[src/atm_pkg.sv]
// constants shared by the angular timer clock, selection and output logic
`default_nettype none
package atm_pkg;
  // register byte offsets on the bus
  localparam logic [7:0] ATM_CLK_SEL_OFS  = 8'h00; // timer_clock_select_register
  localparam logic [7:0] ATM_CTRL0_OFS    = 8'h04; // timer_control_register_zero
  localparam logic [7:0] ATM_CTRL1_OFS    = 8'h08; // timer_control_register_one
  localparam logic [7:0] ATM_SIG_SEL_OFS  = 8'h0C; // input_signal_select_register
  localparam logic [7:0] ATM_MISS_HI_OFS  = 8'h10; // missing_pulse_delay_high
  localparam logic [7:0] ATM_MISS_LO_OFS  = 8'h14; // missing_pulse_delay_low
  localparam logic [7:0] ATM_ERR_HI_OFS   = 8'h18; // setpoint_error_high
  localparam logic [7:0] ATM_ERR_LO_OFS   = 8'h1C; // setpoint_error_low
  localparam logic [7:0] ATM_IRQ_STAT_OFS = 8'h20; // sticky event flags, write one to clear
  localparam logic [7:0] ATM_IRQ_MASK_OFS = 8'h24; // event enables

  // field positions
  localparam int ATM_CS_BIT    = 0; // clock_source_select
  localparam int ATM_PS_LSB    = 0; // prescale_select low bit
  localparam int ATM_PS_W      = 2;
  localparam int ATM_PHP_BIT   = 0; // phase_strobe_polarity
  localparam int ATM_PRP_BIT   = 1; // period_strobe_polarity
  localparam int ATM_MPP_BIT   = 2; // missed_strobe_polarity
  localparam int ATM_VALID_BIT = 3; // read-only valid indication
  localparam int ATM_EV_PHASE  = 0;
  localparam int ATM_EV_PERIOD = 1;
  localparam int ATM_EV_MISSED = 2;
  localparam int ATM_EV_W      = 3;

  // reset values
  localparam logic [7:0]  ATM_BYTE_RST = 8'h00;
  localparam logic [15:0] ATM_WORD_RST = 16'h0000;

  // clock source encoding
  typedef enum logic {ATM_SRC_SYSCLK, ATM_SRC_FASTOSC} atm_src_e;
endpackage
`default_nettype wire

[src/atm_clk_if.sv]
// carrier between the register side and the timer clock generator
`default_nettype none
interface atm_clk_if;
  logic       src_sel;   // clock_source_select
  logic [1:0] ps_sel;    // prescale_select
  logic       tick;      // one-cycle prescaled timer enable

  modport ctrl (output src_sel, output ps_sel, input tick);
  modport gen (input src_sel, input ps_sel, output tick);
endinterface
`default_nettype wire

[src/atm_clk_gen.sv]
// timer clock generator: source choice and prescaler as enable pulses
`default_nettype none
module atm_clk_gen
  import atm_pkg::*;
(
  // clock and reset
  input  wire logic clk_i,
  input  wire logic rst_i,
  // oscillator level from another domain
  input  wire logic fast_osc_i,
  // configuration and tick
  atm_clk_if.gen    cif
);
  logic [2:0] osc_sync;
  logic       osc_prev;
  logic       raw_tick;
  logic [2:0] div_cnt;

  // mask of low counter bits that must all be set before the tick goes out
  function automatic logic [2:0] div_mask(input logic [1:0] ps);
    case (ps)
      2'h0:    div_mask = 3'h0;
      2'h1:    div_mask = 3'h1;
      2'h2:    div_mask = 3'h3;
      default: div_mask = 3'h7;
    endcase
  endfunction

  // three-stage synchroniser; the edge is seen only when stages two and three agree
  always_ff @(posedge clk_i) begin
    if (rst_i) begin
      osc_sync <= 3'h0;
      osc_prev <= 1'b0;
    end else begin
      osc_sync <= {osc_sync[1:0], fast_osc_i};
      if (osc_sync[2] == osc_sync[1]) begin
        osc_prev <= osc_sync[2];
      end
    end
  end

  // raw source: every system cycle, or each settled oscillator rising edge
  always_comb begin
    if (cif.src_sel == ATM_SRC_FASTOSC) begin
      raw_tick = osc_sync[2] & osc_sync[1] & ~osc_prev;
    end else begin
      raw_tick = 1'b1;
    end
  end

  // prescaler counts raw ticks; divide by 1, 2, 4 or 8
  always_ff @(posedge clk_i) begin
    if (rst_i) begin
      div_cnt <= 3'h0;
    end else if (raw_tick) begin
      div_cnt <= div_cnt + 3'h1;
    end
  end

  assign cif.tick = raw_tick & ((div_cnt & div_mask(cif.ps_sel)) == div_mask(cif.ps_sel));
endmodule
`default_nettype wire

[src/atm_timer_io.sv]
// angular timer clock, input selection, output strobes and error registers
// Functional notes
// - raw timer clock is system clock or fast oscillator, by one select bit
// - prescaler divides the raw clock by one, two, four or eight
// - all timer operations advance only on the prescaled tick
// - measured input chosen from several sources by the signal select field
// - phase strobe goes to logic cells, polarity set by its bit
// - period strobe offered to general timers, measurement unit and logic cells
// - period strobe inverted or not by its polarity bit
// - missed strobe goes to logic cells, polarity set by its bit
// - missed strobe asserts when counter minus latched period reaches delay
// - delay high byte is held until the low byte is written
// - read-only error equals latched period minus set-point threshold
// - without valid, all three strobes are held off, as are their interrupts save a missed event in the first cycle
`default_nettype none
module atm_timer_io
  import atm_pkg::*;
#(
  parameter int NUM_SRC = 8,
  parameter int SEL_W   = 3
)(
  // clock and reset
  input  wire logic               clk_i,
  input  wire logic               rst_i,
  // wishbone slave
  input  wire logic               cyc_i,
  input  wire logic               stb_i,
  input  wire logic               we_i,
  input  wire logic [7:0]         adr_i,
  input  wire logic [3:0]         sel_i,
  input  wire logic [31:0]        dat_i,
  output logic      [31:0]        dat_o,
  output logic                    ack_o,
  // interrupt
  output logic                    irq_o,
  // clock source and input signal pins
  input  wire logic               fast_osc_i,
  input  wire logic [NUM_SRC-1:0] sig_src_i,
  // counting core
  input  wire logic               valid_i,
  input  wire logic               phase_raw_i,
  input  wire logic               period_raw_i,
  input  wire logic [15:0]        period_count_i,
  input  wire logic [15:0]        latched_period_i,
  input  wire logic [15:0]        setpoint_threshold_i,
  output logic                    timer_tick_o,
  output logic                    measured_sig_o,
  // strobes to logic cells and timers
  output logic                    angle_phase_strobe_o,
  output logic                    period_strobe_o,
  output logic                    missed_pulse_strobe_o
);
  // the clock generator sits behind an interface so that the selects and the tick
  // travel together; the core never sees the raw oscillator
  atm_clk_if cif ();

  // software-visible configuration
  logic              clock_source_select;
  logic [1:0]        prescale_select;
  logic              phase_strobe_polarity;
  logic              period_strobe_polarity;
  logic              missed_strobe_polarity;
  logic [SEL_W-1:0]  sig_sel;
  logic [7:0]        miss_hold;
  logic [15:0]       missing_pulse_delay;
  logic [15:0]       setpoint_error;
  logic              missed_raw;
  logic [ATM_EV_W-1:0] ev_stat;
  logic [ATM_EV_W-1:0] ev_mask;
  logic [ATM_EV_W-1:0] ev_now;
  logic [ATM_EV_W-1:0] ev_prev;
  logic [ATM_EV_W-1:0] ev_pulse;
  // input synchronisers
  logic [2:0]        sync_q [NUM_SRC];
  logic [NUM_SRC-1:0] sig_clean;
  // bus decode
  logic              bus_req;
  logic              wr_en;
  logic [31:0]       next_dat;
  logic signed [16:0] miss_diff;

  // drives the clock generator from the software settings
  assign cif.src_sel = clock_source_select;
  assign cif.ps_sel  = prescale_select;

  atm_clk_gen u_clk_gen (
    .clk_i      (clk_i),
    .rst_i      (rst_i),
    .fast_osc_i (fast_osc_i),
    .cif        (cif)
  );

  // the core is handed the prescaled tick as its only advance enable
  // a core that counted on the raw clock would drift from every count here
  assign timer_tick_o = cif.tick;

  // polarity: xor with its bit, strobe held low while not valid
  function automatic logic pol_out(input logic strobe, input logic vld, input logic pol);
    pol_out = (strobe & vld) ^ pol;
  endfunction

  // true when the bus address hits the given offset
  function automatic logic hit(input logic [7:0] adr, input logic [7:0] ofs);
    hit = (adr[7:2] == ofs[7:2]);
  endfunction

  // bus request; writes land only in the low byte lane
  // every register is one byte wide, so the upper lanes are ignored
  // the request drops out once ack is high, so one request makes one access
  assign bus_req = cyc_i & stb_i & ~ack_o;
  assign wr_en   = bus_req & we_i & sel_i[0];

  // each source pin is synchronised; a change counts once stages two and three agree
  // costs four cycles of latency per pin, traded for freedom from metastable glitches
  generate
    for (genvar g = 0; g < NUM_SRC; g++) begin : g_src_sync
      always_ff @(posedge clk_i) begin
        if (rst_i) begin
          sync_q[g]    <= 3'h0;
          sig_clean[g] <= 1'b0;
        end else begin
          sync_q[g] <= {sync_q[g][1:0], sig_src_i[g]};
          if (sync_q[g][2] == sync_q[g][1]) begin
            sig_clean[g] <= sync_q[g][2];
          end
        end
      end
    end
  endgenerate

  // source selection; an out of range select reads as low
  // registered so that the measured input is free of multiplexer glitches
  always_ff @(posedge clk_i) begin
    if (rst_i) begin
      measured_sig_o <= 1'b0;
    end else if (32'(sig_sel) < NUM_SRC) begin
      measured_sig_o <= sig_clean[sig_sel];
    end else begin
      measured_sig_o <= 1'b0;
    end
  end

  // clock and control bits
  // unused upper data bits are dropped; reads return zero there
  always_ff @(posedge clk_i) begin
    if (rst_i) begin
      clock_source_select    <= 1'b0;
      prescale_select        <= 2'h0;
      phase_strobe_polarity  <= 1'b0;
      period_strobe_polarity <= 1'b0;
      missed_strobe_polarity <= 1'b0;
      sig_sel                <= '0;
    end else if (wr_en) begin
      if (hit(adr_i, ATM_CLK_SEL_OFS)) begin
        clock_source_select <= dat_i[ATM_CS_BIT];
      end
      if (hit(adr_i, ATM_CTRL0_OFS)) begin
        prescale_select <= dat_i[ATM_PS_LSB +: ATM_PS_W];
      end
      if (hit(adr_i, ATM_CTRL1_OFS)) begin
        phase_strobe_polarity  <= dat_i[ATM_PHP_BIT];
        period_strobe_polarity <= dat_i[ATM_PRP_BIT];
        missed_strobe_polarity <= dat_i[ATM_MPP_BIT];
      end
      if (hit(adr_i, ATM_SIG_SEL_OFS)) begin
        sig_sel <= dat_i[SEL_W-1:0];
      end
    end
  end

  // delay pair: high byte waits in a holding register so the pair changes at once
  // software must write the high byte first; a lone low write reuses the old held byte
  always_ff @(posedge clk_i) begin
    if (rst_i) begin
      miss_hold           <= ATM_BYTE_RST;
      missing_pulse_delay <= ATM_WORD_RST;
    end else if (wr_en) begin
      if (hit(adr_i, ATM_MISS_HI_OFS)) begin
        miss_hold <= dat_i[7:0];
      end
      if (hit(adr_i, ATM_MISS_LO_OFS)) begin
        missing_pulse_delay <= {miss_hold, dat_i[7:0]};
      end
    end
  end

  // signed distance of the running count past the latched period
  assign miss_diff = $signed({1'b0, period_count_i}) - $signed({1'b0, latched_period_i});

  // missed level updates on the prescaled tick and clears at once while not valid, so it follows the count
  // the delay is two's complement, so a negative delay fires before the latched period
  // the compare is sampled once per tick, so a slow prescale delays the output
  always_ff @(posedge clk_i) begin
    if (rst_i) begin
      missed_raw <= 1'b0;
    end else if (!valid_i) begin
      missed_raw <= 1'b0;
    end else if (cif.tick) begin
      missed_raw <= (miss_diff >= 17'(signed'(missing_pulse_delay)));
    end
  end

  // error value is refreshed every cycle; reading the two halves at different
  // times can tear if the latched period changes in between
  always_ff @(posedge clk_i) begin
    if (rst_i) begin
      setpoint_error <= ATM_WORD_RST;
    end else begin
      setpoint_error <= latched_period_i - setpoint_threshold_i;
    end
  end

  // output strobes with polarity, registered
  // registering costs one cycle but keeps the logic cells free of decode glitches
  always_ff @(posedge clk_i) begin
    if (rst_i) begin
      angle_phase_strobe_o  <= 1'b0;
      period_strobe_o       <= 1'b0;
      missed_pulse_strobe_o <= 1'b0;
    end else begin
      angle_phase_strobe_o  <= pol_out(phase_raw_i, valid_i, phase_strobe_polarity);
      period_strobe_o       <= pol_out(period_raw_i, valid_i, period_strobe_polarity);
      missed_pulse_strobe_o <= pol_out(missed_raw, valid_i, missed_strobe_polarity);
    end
  end

  // events are rising edges of the internal strobes, before polarity
  // gating phase and period with valid here keeps a suppressed strobe from setting its flag
  assign ev_now[ATM_EV_PHASE]  = phase_raw_i & valid_i;
  assign ev_now[ATM_EV_PERIOD] = period_raw_i & valid_i;
  assign ev_now[ATM_EV_MISSED] = missed_raw;
  assign ev_pulse              = ev_now & ~ev_prev;

  // previous internal levels for edge detection; reset to the idle low level
  always_ff @(posedge clk_i) begin
    if (rst_i) begin
      ev_prev <= '0;
    end else begin
      ev_prev <= ev_now;
    end
  end

  // sticky status; a new event in the clearing cycle keeps its bit set
  always_ff @(posedge clk_i) begin
    if (rst_i) begin
      ev_stat <= '0;
    end else if (wr_en && hit(adr_i, ATM_IRQ_STAT_OFS)) begin
      ev_stat <= (ev_stat & ~dat_i[ATM_EV_W-1:0]) | ev_pulse;
    end else begin
      ev_stat <= ev_stat | ev_pulse;
    end
  end

  // interrupt mask
  // a masked flag still records its event and can be polled
  always_ff @(posedge clk_i) begin
    if (rst_i) begin
      ev_mask <= '0;
    end else if (wr_en && hit(adr_i, ATM_IRQ_MASK_OFS)) begin
      ev_mask <= dat_i[ATM_EV_W-1:0];
    end
  end

  // level interrupt, high while any enabled flag is set
  assign irq_o = |(ev_stat & ev_mask);

  // read multiplexer; unmapped offsets read zero and still acknowledge
  // decoded on word address bits only, so byte offsets alias within a word
  always_comb begin
    next_dat = 32'h0000_0000;
    case (adr_i[7:2])
      ATM_CLK_SEL_OFS[7:2]: next_dat[ATM_CS_BIT] = clock_source_select;
      ATM_CTRL0_OFS[7:2]:   next_dat[ATM_PS_LSB +: ATM_PS_W] = prescale_select;
      ATM_CTRL1_OFS[7:2]: begin
        next_dat[ATM_PHP_BIT]   = phase_strobe_polarity;
        next_dat[ATM_PRP_BIT]   = period_strobe_polarity;
        next_dat[ATM_MPP_BIT]   = missed_strobe_polarity;
        next_dat[ATM_VALID_BIT] = valid_i;
      end
      ATM_SIG_SEL_OFS[7:2]:  next_dat[SEL_W-1:0] = sig_sel;
      ATM_MISS_HI_OFS[7:2]:  next_dat[7:0] = miss_hold;
      ATM_MISS_LO_OFS[7:2]:  next_dat[7:0] = missing_pulse_delay[7:0];
      ATM_ERR_HI_OFS[7:2]:   next_dat[7:0] = setpoint_error[15:8];
      ATM_ERR_LO_OFS[7:2]:   next_dat[7:0] = setpoint_error[7:0];
      ATM_IRQ_STAT_OFS[7:2]: next_dat[ATM_EV_W-1:0] = ev_stat;
      ATM_IRQ_MASK_OFS[7:2]: next_dat[ATM_EV_W-1:0] = ev_mask;
      default:               next_dat = 32'h0000_0000;
    endcase
  end

  // one wait state: ack and read data one edge after the request is seen
  // a fixed latency keeps the master simple; ack never stretches
  always_ff @(posedge clk_i) begin
    if (rst_i) begin
      ack_o <= 1'b0;
      dat_o <= 32'h0000_0000;
    end else begin
      ack_o <= bus_req;
      if (bus_req && !we_i) begin
        dat_o <= next_dat;
      end
    end
  end
endmodule
`default_nettype wire

[config.mk]
export PLATFORM = sky130hd
export DESIGN_NAME = atm_timer_io
export DESIGN_NICKNAME = d
export VERILOG_FILES = /design/src/atm_pkg.sv /design/src/atm_clk_if.sv /design/src/atm_clk_gen.sv /design/src/atm_timer_io.sv
export SDC_FILE = /design/constraint.sdc
export NUM_CORES = 1
export LEC_CHECK = 0
export BUFFER_PORTS_ARGS = -buffer_cell sky130_fd_sc_hd__buf_2
export CELL_PAD_IN_SITES_DETAIL_PLACEMENT = 0
export CELL_PAD_IN_SITES_GLOBAL_PLACEMENT = 1
export CORE_UTILIZATION = 25
export DETAILED_ROUTE_END_ITERATION = 10
export PLACE_DENSITY = 0.6
export SETUP_SLACK_MARGIN = 0.2
export SYNTH_ARGS = -nofsm -noshare
export SYNTH_HDL_FRONTEND = slang
export SYNTH_SLANG_ARGS = --single-unit
export TNS_END_PERCENT = 30
[constraint.sdc]
create_clock -name clk_i -period 7.6 [get_ports clk_i]
set_clock_uncertainty 0.05 [all_clocks]
set_input_delay 0 -clock clk_i [delete_from_list [all_inputs] [get_ports clk_i]]
set_output_delay 0 -clock clk_i [all_outputs]
set_load 0.005 [all_outputs]
# [Word-level counts from Yosys, hierarchy flattened]
# Memory sizes are Yosys's and may differ from the RTL's.
# Cells that the tools add are included.
[totals] reg_bits=87 latch_bits=0 ramBits=24 romBits=0 in_bits=109 wordCells=124 memories=1
[classes] add_sub_neg=3 multipliers=0 div=0 order_cmp=2 eq_ne=21 shift=0 muxes=21 n_bitwise=32 reduce_logical=14
[memory_table] name="sync_q" depth=8 word_bits=3 rd=8 rd_ports_with_merged_regs=0 write_ports=8 line="atm_timer_io.sv:74" text="logic [2:0] sync_q [NUM_SRC];"
[op_table] operator="$mux 3" count=9
[op_table] operator="$eq 6x3->1 const B" count=4
[op_table] operator="$ge 17x16->1" count=1
[op_table] operator="$sub 16x16->17" count=1
[op_table] operator="$pmux 4 s4" count=1
[op_table] operator="$sub 16x16->16" count=1
[op_table] operator="$and 3x3->3" count=4
[op_table] operator="$eq 6x2->1 const B" count=2
[op_table] operator="$eq 6x4->1 const B" count=2
[op_table] operator="$reduce_and 2->1" count=6
[op_table] operator="$and 1x1->1" count=10
[op_table] operator="$pmux 1 s10" count=1
[op_table] operator="$eq 1x1->1" count=9
[op_table] operator="$pmux 1 s9" count=1
[op_table] operator="$pmux 3 s3" count=1
[op_table] operator="$or 1x1->1" count=8
[op_table] operator="$pmux 1 s8" count=1
[op_table] operator="$eq 6x1->1 const B" count=1
[op_table] operator="$logic_not 6->1" count=1
[op_table] operator="$not 3->3" count=2
[op_table] operator="$or 3x3->3" count=2
[op_table] operator="$mux 1" count=5
[op_table] operator="$pmux 1 s5" count=1
[op_table] operator="$lt 3x4->1 const B" count=1
[op_table] operator="other kinds (12)" count=18

# [Logic depth before layout (Yosys ltp)]
[logic_depth] depth_word=6 mapped_depth=14

# [Cells and area by module]
# Synthesis repeated with hierarchy kept, for this count alone.
[unflattened] cells_unflattened=722 area_unflattened_um2=6237.2
[modules_own_cells] mod="atm_timer_io" n_inst=1 cells_each=692 area_per_inst_um2=5925.7 seq_area_each_um2=2082.0
[modules_own_cells] mod="atm_clk_gen" n_inst=1 cells_each=30 area_per_inst_um2=311.5 seq_area_each_um2=140.1

# [Worst setup path after synthesis]
# Ideal clock, no wire load.
[synth_path] path_type="input to register" from="input port period_count_i[0]" to="register missed_raw" t_arrival_ps=2474 slack_ps=4955 stages=14 path_buffers=0 path_cell_list="inv_1 -> ha_1 -> fa_1 -> nand2b_1 -> a21o_1 -> a21oi_1 -> o21a_1 -> o311ai_0 -> ha_1 -> a211oi_1 -> nor2_1 -> nor3_1 -> nor3_1 -> o311a_1"
[synth_via] elab_chain_len=2
[synth_rtl] item="start, declared" line="atm_timer_io.sv:43" text="input wire logic [15:0] period_count_i,"
[synth_rtl] item="$sub 16x16->17" line="atm_timer_io.sv:188" text="assign miss_diff = $signed({1'b0, period_count_i}) - $signed({1'b0, latched_period_i});"
[synth_rtl] item="$ge 17x16->1" line="atm_timer_io.sv:199" text="missed_raw <= (miss_diff >= 17'(signed'(missing_pulse_delay)));"
[synth_rtl] item="end signal, assigned" line="atm_timer_io.sv:199"
[synth_rtl] item="end, declared" line="atm_timer_io.sv:67" text="logic missed_raw;"
# Every way passes these cells.
# A chain may end at the register's enable or synchronous reset.

# [Worst setup path in the final report]
# Same ends and word-level chain as after synthesis.

==> impl_metrics.csv <==
group,metric,value,unit
grt,antenna_found_initial,1,
place,portBuffers,94,
route,drt_iter0_drc,308,
clock_network,htree_levels,3,
flow_run,cap_violations,0,
timing,grt_setup_unrepaired,"false",
timing,clock.fmax,0.362,GHz
hold_path,min-delay-start,"we_i",
timing,fin_crit_sh,36.3,%
worst_setup_path,worstReg2RegStart,"ack_o",
worst_setup_path,cp-startpoint,"period_count_i[0]",
worst_setup_path,critPathMostFrequentCell,"o21ai_0",
clock_network,hold_buffers,28,
synthesis,synthTopCellsByArea,"dfxtp_1, ha_1, a21oi_1",
synthesis,synthCells,767,
route,vias,5447,
synthesis,synth_edf_count,0,
worst_setup_path,path_cells,"buf_2, inv_1, ha_1, fa_1, nand2b_1, a21o_1, a211oi_1, or3_1, a311oi_1, ha_1, nor3b_1, o21ai_0, o21ai_0, o21ai_0, o311a_1",
timing,tns,0,ps
place,gp_routability_congestion,0.790,
grt,grt-ovfl-total,0,
clock_network,numCtsBuffers,9,
route,drt_first_pass_iters,4,
synthesis,syn_area_per_cell,8.43,sq um
clock_network,clock-sinks,111,
synthesis,syn_area,6470,sq um
grt,grt_pass1_vias,5047,
floorplanning,rows,58,
timing,final.min_clock_period,2760,ps
clock_network,cts_root_buffer,"clkbuf_16",
power,total_power,1.38,mW
timing,setup_viol,0,
synthesis,ys_async_sr_fraction,0,%
finish,drive_gt1_share,15.7,%
finish,nets,1028,
floorplanning,dieArea,26500,sq um
place,place_area,7110,sq um
outcome,outcome,"completed",
clock_network,cts_buffer_depth,2,
grt,grt_pass1_wl,26900,microns
worst_setup_path,crit_arrival,2960,ps
timing,fin_hold_ws,7.80,ps
route,drcViolationCount,0,
hold_path,hp-class,"input pin to flip-flop",
synthesis,seq_area_frac_synth,34.4,%
clock_network,clkLatencyLatePin,360,ps
floorplanning,die_h,163,microns
clock_network,cts.clk_slew.worst_paths,80,ps
route,drt-total-wl,16900,microns
worst_setup_path,cp-start-kind,"input pin",
timing,max_slew.worst_pin.slew,1160,ps
timing,final-max-slew-violation-count,0,
grt,track_usage,13.0,%
floorplanning,fp.dieW,163,microns
finish,final_cell_area,7690,sq um
clock_network,cts_tree,"yes",
power,total_leakage_power,3.15,nW
floorplanning,core_region_area,25300,sq um
floorplanning,start_util,25.6,%
timing,relSlewSlack,22.8,%
synthesis,synth_ff_type,"dfxtp_1",
worst_setup_path,cp_max_fo,3,
route,viasPerCell,4.53,
synthesis,yosysWarnings,0,
route,drtAntennaViolNets,0,
route,wl_per_cell,14.1,microns
power,power_density,179,nW/um^2
synthesis,synth_cell_types,68,
worst_setup_path,worst_ep_required_time,7800,ps
timing,hold_viol_final,0,
clock_network,ctsResizeCount,0,
clock_network,post_cts_buffers,0,
synthesis,synth_top_area_share,34.4,%
synthesis,synth_most_common_cell,"dfxtp_1",
synthesis,ys_ff_latch,111,
worst_setup_path,slowest_delay,400,ps
grt,grt_max_degree,104,
finish,final_core_util,30.5,%
worst_setup_path,crit_path_top_delay_cell,"fa_1",
worst_setup_path,cp-end-kind,"flip-flop",
synthesis,synth_common_cells,"dfxtp_1, nand2_1, nor2_1, a21oi_1, inv_1",
floorplanning,io_pins,148,
power,peakVddDrop,0.000125,V
synthesis,yosysTopAreaCell,"dfxtp_1",
worst_setup_path,path_class,"input pin to flip-flop",
finish,area_delta_synth_final,19.0,%
place,dp_hpwl,13000,microns
==> final timing paths <==
check,endpoint,slack (ps),cells past startpoint
worst min register to register,sync_q[1][7],390,1
worst min-delay path,dat_o[5],8,4
worst max register to register,miss_hold[1],5690,5
worst max-delay path,missed_raw,4840,15
==> power by group <==
part,switching (mW),leakage (nW),total (mW),internal (mW)
clock,0.249,0.141,0.483,0.234
sequential,0.0102,0.907,0.615,0.605
combinational,0.158,2.11,0.283,0.125
total,0.417,3.15,1.38,0.964
==> logic make-up after synthesis <==
kind of cell             after synthesis  share of synthesized area, %
AND/OR/NAND/NOR                      260                          20.8
AO/OA/AOI/OAI                        170                          16.3
buffers and inverters                116                          8.65
flip-flops                           111                          34.4
adder cells (fa/ha/maj)               52                          10.3
multiplexers                          36                          6.68
XOR/XNOR                              21                          2.84
other                                  1                        0.0580
==> state kept, by name, indices dropped and copies added, names as in the netlist, 8 cells and up <==
signal               cells
setpoint_error          16
missing_pulse_delay     16
dat_o                    8
sync_q                  24
miss_hold                8
sig_clean                8
==> metal layers <==
layer	global-route usage, %	part of all wire (%)	vias up
met1	18.7	51	2489
met3	1.94	4.2	13
li1	-	-	2814
met2	19.9	43	131
met4	3.70	1.1	0
met5	0	0	-
==> metrics by stage <==
stage,instances,setup slack (ps)
floorplan,790,4950
global placement,1158,4400
detailed placement,1158,4380
CTS,1202,4760
global route,1202,4620
finish,1203,4840
==> critical path, delay by kind of cell <==
family | cells | cell delay [ps]
AND/OR/NAND/NOR | 3 | 570
adder cells (fa/ha/maj) | 3 | 950
buffers and inverters | 2 | 130
AO/OA/AOI/OAI | 7 | 1320
==> final cells by class <==
type	instances	area, sq um
Sequential cell	111	2220
Clock buffer	9	225
Antenna cell	1	2.50
Tap cell	330	413
Multi-Input combinational cell	563	3770
Inverter	59	221
Clock inverter	7	78.8
Timing Repair Buffer	123	761
Fill cell	2721	17600
==> layout by cell type, fill, tap and decap left out, drive strengths merged, types with 10 or more instances in the layout <==
master and count:
nor3 21, conb 24, nor2 63, nand3 18, buf 95, xor2 11
dlygate4sd3 28, xnor2 10, a21oi 62, mux2i 24, inv 61, nand2 72
ha 50, nor2b 41, o21ai 39, dfxtp 111, a31oi 10
Note: power is estimated with default switching activity, not from simulation.
